`src/logic/dkas_defines.vh`:
```
// Constants for the debug key access sequencer
`ifndef DKAS_DEFINES_VH
`define DKAS_DEFINES_VH
`define DKAS_KEY_ERASE 64'h4E564D4572617365
`define DKAS_KEY_NVM 64'h4E564D50726F6720
`define DKAS_KEY_ROW 64'h4E564D5573267465
`define DKAS_RST_SIG 8'h59
`define DKAS_ROW_BYTES 6'h20
`define DKAS_ROW_AW 5
`define DKAS_ERASE_TIME_NS 1000
`define DKAS_ERASE_CYC ((`DKAS_ERASE_TIME_NS + 7) / 8)
`define DKAS_CTRL_RST 8'h01
`define DKAS_CTRL_HOLD_BIT 0
`define DKAS_CTRL_DONE_BIT 1
`define DKAS_KS_ERASE_BIT 3
`define DKAS_KS_NVM_BIT 4
`define DKAS_KS_ROW_BIT 5
`endif

```
`src/logic/dkas_key_shifter.v`:
```
// Key shift register and signature decoder
`timescale 1ns/10ps
`default_nettype none
`include "dkas_defines.vh"
module dkas_key_shifter (
	input wire clk,
	input wire rst,
	input wire key_bit_valid,
	input wire key_bit,
	input wire key_end,
	output reg match_erase,
	output reg match_nvm,
	output reg match_row
);
	reg [63:0] shift_reg;
	// Shift in LSB first: new bits enter at the top, so after 64 the first bit is bit 0
	always @(posedge clk)
	begin
		if (rst)
			shift_reg <= 64'h0000000000000000;
		else if (key_bit_valid)
			shift_reg <= {key_bit, shift_reg[63:1]};
	end
	// One-cycle match pulses on key end; no match gives no pulse
	always @(posedge clk)
	begin
		if (rst)
		begin
			match_erase <= 1'b0;
			match_nvm <= 1'b0;
			match_row <= 1'b0;
		end
		else
		begin
			match_erase <= key_end && (shift_reg == `DKAS_KEY_ERASE);
			match_nvm <= key_end && (shift_reg == `DKAS_KEY_NVM);
			match_row <= key_end && (shift_reg == `DKAS_KEY_ROW);
		end
	end
endmodule // dkas_key_shifter
`default_nettype wire

```
`src/logic/dkas_sequencer.v`:
```
// Debug key access sequencer top
`timescale 1ns/10ps
`default_nettype none
`include "dkas_defines.vh"
// Notes on behaviour
// - NVM key needs unlocked and program flag
// - Row key needs locked and row flag
// - Three 64-bit keys, LSB first
// - Lock state one during erase, zero after success
// - Erase failure flag zero means success
// - Locked refuses system bus, CS only
// - Brown-out forced active during erase
// - NVM key plus reset sets program flag
// - Row key plus reset sets row flag
// - Row mode writes only first 32 bytes
// - Row mode returns no RAM reads
// - Done bit copies buffer, clears row flag
// - One-cycle pulse event per sync rising edge
// - Event generator only, no event user
// - Interface runs in every sleep mode
// - Request system clock with clock hold; no access asleep without it
// - Readable system sleep flag
// - Clock hold keeps clock, emulates sleep
// - Clock hold reads one when enabled
// - Erase key dropped on disable or reset
// - NVM key status clears when flag sets
// - Erase key cleared by reset request
module dkas_sequencer (
	input wire clk,
	input wire rst,
	input wire if_enable,
	input wire key_bit_valid,
	input wire key_bit,
	input wire key_end,
	input wire rst_req_wr,
	input wire [7:0] rst_req_data,
	input wire key_status_wr,
	input wire [7:0] key_status_data,
	input wire ctrl_wr,
	input wire [7:0] ctrl_data,
	input wire lock_bits,
	input wire erase_done,
	input wire erase_error,
	input wire row_copy_done,
	input wire sys_sleeping,
	input wire sync_line,
	input wire ram_wr,
	input wire ram_rd,
	input wire [15:0] ram_addr,
	input wire [7:0] ram_wdata,
	input wire [7:0] sys_rdata,
	input wire bus_req,
	output reg [7:0] key_status_reg,
	output reg [7:0] system_status_reg,
	output reg [7:0] system_control_reg,
	output reg sys_reset_out,
	output reg erase_start,
	output reg bod_force_on,
	output reg row_copy_start,
	output reg [7:0] row_rd_data,
	output reg [7:0] ram_rdata,
	output reg bus_grant,
	output reg sys_clock_request,
	output reg sync_event
);
	// ==========================================
	// State
	localparam [3:0] ST_IDLE = 4'b0001;
	localparam [3:0] ST_ERASE = 4'b0010;
	localparam [3:0] ST_COPY = 4'b0100;
	localparam [3:0] ST_DONE = 4'b1000;
	reg [3:0] state_reg;
	reg [3:0] state_next;
	reg erase_key_status;
	reg nvm_program_key;
	reg locked_row_write_key;
	reg row_program_active;
	reg nvm_prog_flag;
	reg lock_state;
	reg erase_failure_flag;
	reg system_clock_hold;
	reg row_load_complete;
	reg reset_active;
	reg sync_prev;
	reg [7:0] row_buf [0:31];
	reg [4:0] copy_idx;
	wire match_erase;
	wire match_nvm;
	wire match_row;
	wire kill;
	wire rst_assert;
	wire rst_release;
	wire allowed;
	// Write hits the staging buffer window
	function in_row_window;
		input [15:0] a;
		begin
			in_row_window = (a < {10'h000, `DKAS_ROW_BYTES});
		end
	endfunction
	// Erase launch: idle, erase key held and reset signature written
	function erase_launch;
		input [3:0] st;
		input req;
		input key;
		begin
			erase_launch = (st == ST_IDLE) && req && key;
		end
	endfunction
	// Disable or interface reset drops every key
	assign kill = rst || !if_enable;
	assign rst_assert = rst_req_wr && (rst_req_data == `DKAS_RST_SIG);
	assign rst_release = rst_req_wr && (rst_req_data == 8'h00) && reset_active;
	// Bus allowed only unlocked, not in row mode, and with a running clock
	assign allowed = !lock_state && !lock_bits && !row_program_active
		&& (!sys_sleeping || system_clock_hold);
	dkas_key_shifter u_keys (
		.clk(clk),
		.rst(kill),
		.key_bit_valid(key_bit_valid),
		.key_bit(key_bit),
		.key_end(key_end),
		.match_erase(match_erase),
		.match_nvm(match_nvm),
		.match_row(match_row)
	);
	// ==========================================
	// Key status bits
	always @(posedge clk)
	begin
		if (kill)
		begin
			erase_key_status <= 1'b0;
			nvm_program_key <= 1'b0;
			locked_row_write_key <= 1'b0;
		end
		else
		begin
			if (match_erase)
				erase_key_status <= 1'b1;
			else if (rst_assert)
				erase_key_status <= 1'b0;
			if (match_nvm)
				nvm_program_key <= 1'b1;
			else if (nvm_prog_flag)
				nvm_program_key <= 1'b0;
			if (match_row)
				locked_row_write_key <= 1'b1;
			else if (key_status_wr && key_status_data[`DKAS_KS_ROW_BIT])
				locked_row_write_key <= 1'b0;
		end
	end
	// ==========================================
	// Reset request, erase and mode flags
	always @(posedge clk)
	begin
		if (kill)
		begin
			reset_active <= 1'b0;
			nvm_prog_flag <= 1'b0;
			row_program_active <= 1'b0;
			erase_failure_flag <= 1'b0;
		end
		else
		begin
			if (rst_assert)
				reset_active <= 1'b1;
			else if (rst_release)
				reset_active <= 1'b0;
			// NVM mode on release when unlocked with key; next reset ends it
			if (rst_release && nvm_program_key && !lock_bits)
				nvm_prog_flag <= 1'b1;
			else if (rst_assert)
				nvm_prog_flag <= 1'b0;
			if (rst_release && locked_row_write_key && lock_bits)
				row_program_active <= 1'b1;
			else if (state_reg == ST_DONE)
				row_program_active <= 1'b0;
			if (state_reg == ST_ERASE && erase_done)
				erase_failure_flag <= erase_error;
			else if (rst_assert && erase_key_status)
				erase_failure_flag <= 1'b0;
		end
	end
	// Lock state: set by erase start, cleared on success, else follows fuses
	always @(posedge clk)
	begin
		if (rst)
			lock_state <= 1'b1;
		else if (state_reg == ST_ERASE)
			lock_state <= erase_done ? erase_error : 1'b1;
		else
			lock_state <= lock_bits;
	end
	// ==========================================
	// Sequencer
	always @*
	begin
		state_next = state_reg;
		case (state_reg)
			ST_IDLE:
				if (erase_launch(state_reg, rst_assert, erase_key_status))
					state_next = ST_ERASE;
				else if (row_program_active && row_load_complete)
					state_next = ST_COPY;
			ST_ERASE:
				if (erase_done)
					state_next = ST_IDLE;
			ST_COPY:
				if (row_copy_done)
					state_next = ST_DONE;
			ST_DONE:
				state_next = ST_IDLE;
			default:
				state_next = ST_IDLE;
		endcase
	end
	always @(posedge clk)
	begin
		if (kill)
			state_reg <= ST_IDLE;
		else
			state_reg <= state_next;
	end
	// ==========================================
	// Control register: clock hold and done bit
	always @(posedge clk)
	begin
		if (kill)
		begin
			system_clock_hold <= 1'b1;
			row_load_complete <= 1'b0;
		end
		else
		begin
			if (ctrl_wr)
				system_clock_hold <= ctrl_data[`DKAS_CTRL_HOLD_BIT];
			if (ctrl_wr && ctrl_data[`DKAS_CTRL_DONE_BIT] && row_program_active)
				row_load_complete <= 1'b1;
			else if (state_reg == ST_DONE)
				row_load_complete <= 1'b0;
		end
	end
	// ==========================================
	// Row staging buffer, write-only in row mode
	always @(posedge clk)
	begin
		if (row_program_active && ram_wr && in_row_window(ram_addr))
			row_buf[ram_addr[`DKAS_ROW_AW-1:0]] <= ram_wdata;
	end
	// Copy index walks the buffer while copying
	always @(posedge clk)
	begin
		if (kill || state_reg != ST_COPY)
			copy_idx <= 5'h00;
		else
			copy_idx <= copy_idx + 5'h01;
	end
	// ==========================================
	// Registered outputs
	always @(posedge clk)
	begin
		if (rst)
		begin
			key_status_reg <= 8'h00;
			system_status_reg <= 8'h01;
			system_control_reg <= `DKAS_CTRL_RST;
			sys_reset_out <= 1'b0;
			erase_start <= 1'b0;
			bod_force_on <= 1'b0;
			row_copy_start <= 1'b0;
			row_rd_data <= 8'h00;
			ram_rdata <= 8'h00;
			bus_grant <= 1'b0;
			sys_clock_request <= 1'b0;
			sync_event <= 1'b0;
			sync_prev <= 1'b0;
		end
		else
		begin
			key_status_reg <= {2'b00, locked_row_write_key, nvm_program_key, erase_key_status, 3'b000};
			system_status_reg <= {1'b0, erase_failure_flag, reset_active, sys_sleeping,
				nvm_prog_flag, row_program_active, 1'b0, lock_state};
			system_control_reg <= {6'h00, row_load_complete, system_clock_hold};
			sys_reset_out <= reset_active;
			erase_start <= erase_launch(state_reg, rst_assert, erase_key_status);
			bod_force_on <= (state_reg == ST_ERASE);
			row_copy_start <= (state_reg == ST_IDLE) && row_program_active && row_load_complete;
			row_rd_data <= row_buf[copy_idx];
			// No RAM data while staging the row
			ram_rdata <= (ram_rd && !row_program_active) ? sys_rdata : 8'h00;
			bus_grant <= bus_req && allowed;
			sys_clock_request <= if_enable && system_clock_hold;
			// One-cycle pulse event per rising edge on sync line; no disable path
			sync_prev <= sync_line;
			sync_event <= sync_line && !sync_prev;
		end
	end
endmodule // dkas_sequencer
`default_nettype wire

```
`config.mk`:
```
export PLATFORM = sky130hd
export DESIGN_NAME = dkas_sequencer
export DESIGN_NICKNAME = d
export VERILOG_FILES = /design/src/logic/dkas_key_shifter.v /design/src/logic/dkas_sequencer.v
export VERILOG_INCLUDE_DIRS = /design/src /design/src/logic
export SDC_FILE = /design/constraint.sdc
export NUM_CORES = 1
export LEC_CHECK = 0
export BUFFER_PORTS_ARGS = -buffer_cell sky130_fd_sc_hd__buf_2
export CORE_ASPECT_RATIO = 0.9
export CORE_UTILIZATION = 54
export CTS_CLUSTER_DIAMETER = 60
export CTS_CLUSTER_SIZE = 28
export DETAILED_ROUTE_END_ITERATION = 12
export PLACE_DENSITY = 0.76
export REMOVE_ABC_BUFFERS = 1
export SYNTH_ARGS = -nofsm -noshare
export SYNTH_HDL_FRONTEND = slang
export SYNTH_HIERARCHICAL = 1
export SYNTH_SLANG_ARGS = --single-unit
```
`constraint.sdc`:
```
create_clock -name clk -period 2.1 [get_ports clk]
set_input_delay 0.42 -clock clk [delete_from_list [all_inputs] [get_ports clk]]
set_output_delay 0.42 -clock clk [all_outputs]
set_load 0.05 [all_outputs]
```
==> impl_results.rst, run 1 <==
.. list-table::
   :header-rows: 1

   * - Metric
     - Value
   * - Vias in the first global route
     - 7786
   * - First-pass GRT wire length
     - 43400 microns
   * - Power density over the cells
     - 807 nW/um^2
   * - Total cell area at the placement stage
     - 15700 sq um
   * - Minimum setup slack in the final design
     - 0.136 ns
   * - Chip Height
     - 158 microns
   * - Status
     - finished, final reports clean
   * - Final WL
     - 28300 microns
   * - Synth-to-Final Area Change
     - 13.7%
   * - Worst hold endpoint
     - ram_rdata[5]$_SDFF_PP0_
   * - Internal Power
     - 10.4 mW
   * - Maximum buffer depth of the clock tree
     - 3
   * - Unrepaired setup endpoints after global routing
     - no
   * - Reported net switching power
     - 2.97 mW
   * - Max-slew violations
     - 0
   * - Worst hold stages
     - 2
   * - DP Wirelength
     - 18600 microns
   * - Port bufs
     - 94
   * - Static leakage
     - 5.73 nW
   * - Io pins
     - 121
   * - FFs w/ async S/R, synth
     - 0%
   * - CTS tree
     - built
   * - Via count of the routed design
     - 8191
   * - Worst-skew pair later-pin latency
     - 0.54 ns
   * - Crit share post-route
     - 93.5%
   * - Proportion of layout cells with a drive suffix above 1
     - 22.2%
   * - Number of flip-flops in the largest register
     - 256
   * - Floorplan row count
     - 56
   * - Most instantiated library cell after synthesis
     - edfxtp_1
   * - Total CTS buffers
     - 23
   * - List of most frequent post-synthesis cells
     - edfxtp_1, nor2_1, dfxtp_1
   * - Kind of start point of the critical path
     - register
   * - Worst r2r src
     - copy_idx[0]$_SDFF_PP0_
   * - RePlAce Congestion
     - 0.884
   * - Detailed-route DRC error count
     - 0
   * - Max-Cap Viols
     - 0
   * - Worst ir drop on vdd
     - 0.732 mV
   * - Crit path time final
     - 1.96 ns
   * - Sink count of the clock tree
     - 376
   * - Switching share of total power
     - 22.2%
   * - Global-route congestion overflow total
     - 0
   * - Number of flops mapped to enable cells by yosys
     - 256
   * - First-pass iteration count of the detailed router
     - 5
   * - Setup-violating endpoint count in the final report
     - 0
   * - Worst hold start
     - sys_rdata[5]
   * - Clock Pin Slew Worst Setup and Hold Paths
     - 0.09 ns
   * - Post-Route Skew
     - 0.0154 ns
   * - Synthesized area per cell
     - 15.6 sq um
   * - Dominant register cell in the synthesized netlist
     - edfxtp_1
   * - Power Total
     - 13.3 mW
   * - Combinational group share of total power
     - 3.1%
   * - Fin area
     - 16500 sq um
   * - Worst setup path category
     - reg -> reg
   * - Std-Cell Core Area
     - 26300 sq um
   * - Global-route usage over all layers
     - 20.5%
   * - Starting density of the core
     - 55.4%
   * - Post-placement worst setup slack
     - 0.0113 ns
   * - Sequential standard cell area
     - 10100 sq um
   * - Pin count of the biggest net entering global routing
     - 54
   * - Fraction of the yosys area taken by sequential cells
     - 69.3%
   * - Part of the power in the clock network
     - 37.7%
   * - Antenna cells
     - 0
   * - Library cell with the largest summed area after synthesis
     - edfxtp_1
   * - Maximum fanout count along the critical path
     - 20
   * - Area of the mapped netlist
     - 14600 sq um
   * - Post-layout nets
     - 1144
   * - Number of warnings reported in the yosys synthesis log
     - 6
   * - Data required, critical path
     - 2.51 ns
   * - Final core occ
     - 63.0%
   * - Area taken by multi-input logic gates
     - 4110 sq um
   * - Post-synthesis cell count
     - 935
   * - Die Width
     - 175 microns
   * - Worst reg-to-reg path cell count
     - 5
   * - Slack of the worst reg-to-reg path
     - 0.14 ns
   * - Worst slew pin tran
     - 0.651 ns
   * - Leading cell types by total area after synthesis
     - edfxtp_1, dfxtp_1, mux2i_1
   * - Iteration-0 DRC Markers
     - 752
   * - Max frequency
     - 0.509 GHz
   * - Floorplan die area
     - 27600 sq um
   * - CTS Root Buffer Type
     - clkbuf_16
   * - Synth top area share
     - 52.8%
   * - Count of nets left with antenna violations after detail routing
     - 0
   * - Number of different library cells in the post-synthesis netlist
     - 57
   * - Register bit count reported by yosys
     - 376
   * - Crit. End Element
     - register
   * - Sequential power share
     - 59.2%
   * - Slew Limit Headroom
     - 56.5%
   * - Kind of path behind the tightest hold check
     - in -> reg
   * - Level count of the clock H-tree
     - 1
   * - Worst reg2reg path endpoint
     - row_rd_data[5]$_SDFF_PP0_
   * - Hold violation count in the final report
     - 0
   * - Average via count per standard cell
     - 5.71
   * - Signal arrival time at the worst endpoint
     - 2.38 ns
   * - Average wire length per cell after detail routing
     - 19.7 microns
   * - Number of fill cells in the layout
     - 1874
   * - Number of antenna violations at the first check in global routing
     - 0
-- metrics by stage --
step / hold slack [ns] / instances / TNS, ns
floorplan: 0.367 / 888 / -19.36
global placement: 0.372 / 1392 / 0
detailed placement: 0.392 / 1392 / 0
CTS: 0.0582 / 1434 / 0
global route: 0.0715 / 1434 / 0
finish: 0.0749 / 1434 / 0
-- layout make-up --
type                    count  share of cell area (%)
clock buffers              24                    3.56
clock inverters            18                    1.50
repair buffers            156                    6.28
well taps                 348                    2.63
inverters                   9                   0.204
flip-flops and latches    376                    61.0
multi-input cells         503                    24.8
-- cell usage in the layout, fill, tap and decap left out, types with 10 or more instances in the layout --
master       n
o22ai_1     19
nand2b_1    10
dfxtp_1    118
a21oi_1     12
mux4_1      18
mux2i_1    116
nor2b_1     16
mux2_2      10
conb_1      13
clkbuf_16   23
buf_4       55
and2_1      10
nor2_1     124
edfxtp_1   256
buf_2       93
mux4_2      20
a22oi_1     13
-- power groups by stage --
stage	registers, mW	clock network [mW]	logic (mW)
finish	7.91	5.03	0.409
global route	7.91	5.38	0.436
CTS	7.91	5.12	0.411
detailed placement	8.08	0	0.410
global placement	8.08	0	0.401
floorplan	8.13	0	0.128
-- worst max-delay path, cell delays in order, from the launching register on --
cell	delay, ns
dfxtp_4	0.39
buf_12	0.19
mux4_1	0.59
mux2_2	0.28
o22ai_1	0.29
a21oi_1	0.10
-- cell families after synthesis --
kind of cell             synth area share [%]
multiplexers                             15.1
buffers and inverters                    2.79
other                                  0.0258
flip-flops                               69.3
adder cells (fa/ha/maj)                0.0860
XOR/XNOR                                0.181
AO/OA/AOI/OAI                            3.83
AND/OR/NAND/NOR                          8.66
-- what timing repair did --
item,CTS,global route
endpoints found under the setup margin,0,1
endpoints found under the hold margin,0,0
gates resized for setup,0,1
setup buffers,0,0
hold buffers,0,0
-- worst max-delay path by stage --
stage / startpoint / to / slack (ns) / cells past startpoint
2_1_floorplan: copy_idx[0]$_SDFF_PP0_ / row_rd_data[0]$_SDFF_PP0_ / -1.55 / 4
3_5_place_dp: ram_addr[15] / row_buf[1][0]$_DFFE_PP_ / 0.01 / 7
3_3_place_gp: ram_addr[15] / row_buf[0][0]$_DFFE_PP_ / 0.06 / 7
6_report: copy_idx[0]$_SDFF_PP0_ / row_rd_data[5]$_SDFF_PP0_ / 0.14 / 5
4_1_cts: copy_idx[0]$_SDFF_PP0_ / row_rd_data[5]$_SDFF_PP0_ / 0.13 / 5
5_1_grt: copy_idx[0]$_SDFF_PP0_ / row_rd_data[1]$_SDFF_PP0_ / 0.07 / 7
-- metal layers --
metal	up-vias	track usage (%)	part of all wire, %
li1	3828	-	-
met4	0	5.59	2.5
met3	51	2.35	5.4
met2	258	34.4	49
met5	-	0	0
met1	4054	28.7	44
(Power assumes the default switching activity.)
==> run 2, diff against run 1 <==
Settings changed: CORE_MARGIN set to 2.
==> run 2 against run 1 <==
Compared with the run above:
- non-clock buffer count shrank 5
- critical path depth is the same
- die area grew 2.4%
- largest power group unchanged
- cell area shrank 0.70%
- clock-buffer cell count is the same
- sequential cell count is the same
- sequential power is essentially flat
- combinational power shrank 1%
- global-route usage shrank 0.45 points
- register-to-register slack is essentially flat
- highest routed layer unchanged
==> impl_results.rst, run 2 (synthesis results as in run 1) <==
.. list-table::
   :header-rows: 1

   * - Metric
     - Value
   * - Status
     - finished, final reports clean
   * - Iteration-0 DRC Markers
     - 746 (-0.80%)
   * - Crit. End Element
     - register
   * - Number of flip-flops in the largest register
     - 256 (unchanged)
   * - Number of cells upsized or downsized after cts
     - 0 (unchanged)
   * - Setup-violating endpoint count in the final report
     - 0 (unchanged)
   * - Worst setup path category
     - reg -> reg
   * - Std-Cell Core Area
     - 26300 sq um (unchanged)
   * - Floorplan row count
     - 56 (unchanged)
   * - Starting density of the core
     - 55.4% (unchanged)
   * - Global-route congestion overflow total
     - 0 (unchanged)
   * - Port bufs
     - 94 (unchanged)
   * - Floorplan die area
     - 28300 sq um (+2.4%)
   * - Fin Hold WS
     - 0.0815 ns (+0.00657 ns)
   * - Synth-to-Final Area Change
     - 12.9%
   * - Most used cells in the layout excluding fill and tap cells
     - edfxtp_1, nor2_1, dfxtp_1
   * - Non-filler cells, final
     - 1428 (-0.42%)
   * - Final core occ
     - 62.5% (-0.44 points)
   * - CTS Root Buffer Type
     - clkbuf_16
   * - Average wire length per cell after detail routing
     - 19.7 microns (about the same)
   * - Cell count after placement
     - 1387 (-0.36%)
   * - Most frequent standard cell in the layout excluding fill and tap cells
     - edfxtp_1
   * - Crit share post-route
     - 93.4% (-0.14 points)
   * - Average via count per standard cell
     - 5.67 (-0.66%)
   * - Level count of the clock H-tree
     - 1 (unchanged)
   * - Signal arrival time at the worst endpoint
     - 2.36 ns (-0.02 ns)
   * - Worst slew pin tran
     - 0.667 ns (+0.0166 ns)
   * - Post-placement worst setup slack
     - 0.0562 ns (+0.0449 ns)
   * - Post-layout nets
     - 1139 (-0.44%)
   * - Proportion of layout cells with a drive suffix above 1
     - 21.6% (-0.62 points)
   * - Worst ir drop on vdd
     - 0.612 mV (-16%)
   * - Kind of start point of the critical path
     - register
   * - Fin area
     - 16400 sq um (-0.70%)
   * - Pin count of the biggest net entering global routing
     - 53 (-1.9%)
   * - Crit path time final
     - 1.96 ns (-0.00303 ns)
   * - Max-slew violations
     - 0 (unchanged)
   * - Die Width
     - 177 microns (+1.1%)
   * - Unrepaired setup endpoints after global routing
     - no
   * - Maximum fanout count along the critical path
     - 17 (-15%)
   * - Number of antenna violations at the first check in global routing
     - 0 (unchanged)
   * - Data required, critical path
     - 2.50 ns (about the same)
   * - Global-route usage over all layers
     - 20.1% (-0.45 points)
   * - Kind of path behind the tightest hold check
     - in -> reg
   * - Max-Cap Viols
     - 0 (unchanged)
   * - Total CTS buffers
     - 23 (unchanged)
   * - Total negative setup slack
     - 0 ns (unchanged)
   * - Io pins
     - 121 (unchanged)
   * - Final WL
     - 28100 microns (-0.49%)
   * - Max frequency
     - 0.510 GHz (+0.15%)
   * - Static leakage
     - 5.66 nW (-1.1%)
   * - Hold violation count in the final report
     - 0 (unchanged)
   * - Hold_buf cts
     - 0 (unchanged)
   * - CTS tree
     - built
   * - Worst-skew pair later-pin latency
     - 0.53 ns (about the same)
   * - First-pass GRT wire length
     - 43800 microns (+1.0%)
   * - Post-CTS setup-driven buffer insertion count
     - 0 (unchanged)
   * - DP Wirelength
     - 18300 microns (-1.5%)
   * - Vias in the first global route
     - 7868 (+1.1%)
   * - Power Total
     - 13.1 mW (-2.0%)
   * - Chip Height
     - 160 microns (+1.3%)
   * - Minimum setup slack in the final design
     - 0.139 ns (+0.00303 ns)
   * - Slew Limit Headroom
     - 55.5% (-1.0 points)
   * - Count of nets left with antenna violations after detail routing
     - 0 (unchanged)
   * - Clock Pin Slew Worst Setup and Hold Paths
     - 0.09 ns (about the same)
   * - Post-Route Skew
     - 0.0134 ns (-0.00196 ns)
   * - Via count of the routed design
     - 8103 (-1.1%)
   * - Detailed-route DRC error count
     - 0 (unchanged)
   * - First-pass iteration count of the detailed router
     - 5 (unchanged)
   * - Maximum buffer depth of the clock tree
     - 3 (unchanged)
   * - Sink count of the clock tree
     - 376 (unchanged)
   * - Antenna cells
     - 0 (unchanged)
   * - Power density over the cells
     - 796 nW/um^2 (-1.3%)
   * - RePlAce Congestion
     - 0.837 (-5.3%)
   * - Total cell area at the placement stage
     - 15700 sq um (-0.32%)
-- run 2: final timing paths --
kind                          startpoint                         to  slack, ns  depth (start not counted)
hold / removal              sys_rdata[6]    ram_rdata[6]$_SDFF_PP0_       0.08                          2
hold reg to reg     sync_prev$_SDFF_PP0_      sync_event$_SDFF_PP0_       0.39                          1
setup / recovery  copy_idx[0]$_SDFF_PP0_  row_rd_data[0]$_SDFF_PP0_       0.14                          5
setup reg to reg  copy_idx[0]$_SDFF_PP0_  row_rd_data[0]$_SDFF_PP0_       0.14                          5
-- run 2: worst max-delay path, stage by stage, from the launching register on --
cell      delay [ns]
dfxtp_4         0.37
buf_12          0.17
buf_4           0.20
mux4_1          0.63
a211oi_1        0.30
a211oi_1        0.15
-- run 2: routing by layer --
layer	up-vias	global-route usage (%)	part of all wire, %
met5	-	0	0
li1	3811	-	-
met1	3977	28.3	42
met4	0	4.70	2.3
met2	264	32.9	49
met3	51	3.43	6.5
-- run 2: layout make-up --
type | instances | area [sq um]
sequential | 376 | 10100
clock inverter | 17 | 198
fill | 1903 | 9840
tap | 348 | 435
clock buffer | 24 | 579
multi-input combinational | 503 | 4100
timing repair buffer | 151 | 988
inverter | 9 | 33.8
-- run 2: power by group --
part           switching (mW)  leakage (nW)  internal [mW]
logic                   0.299          2.02          0.106
registers             0.00447          3.27           7.90
clock network            2.51         0.370           2.27
total                    2.81          5.66           10.3
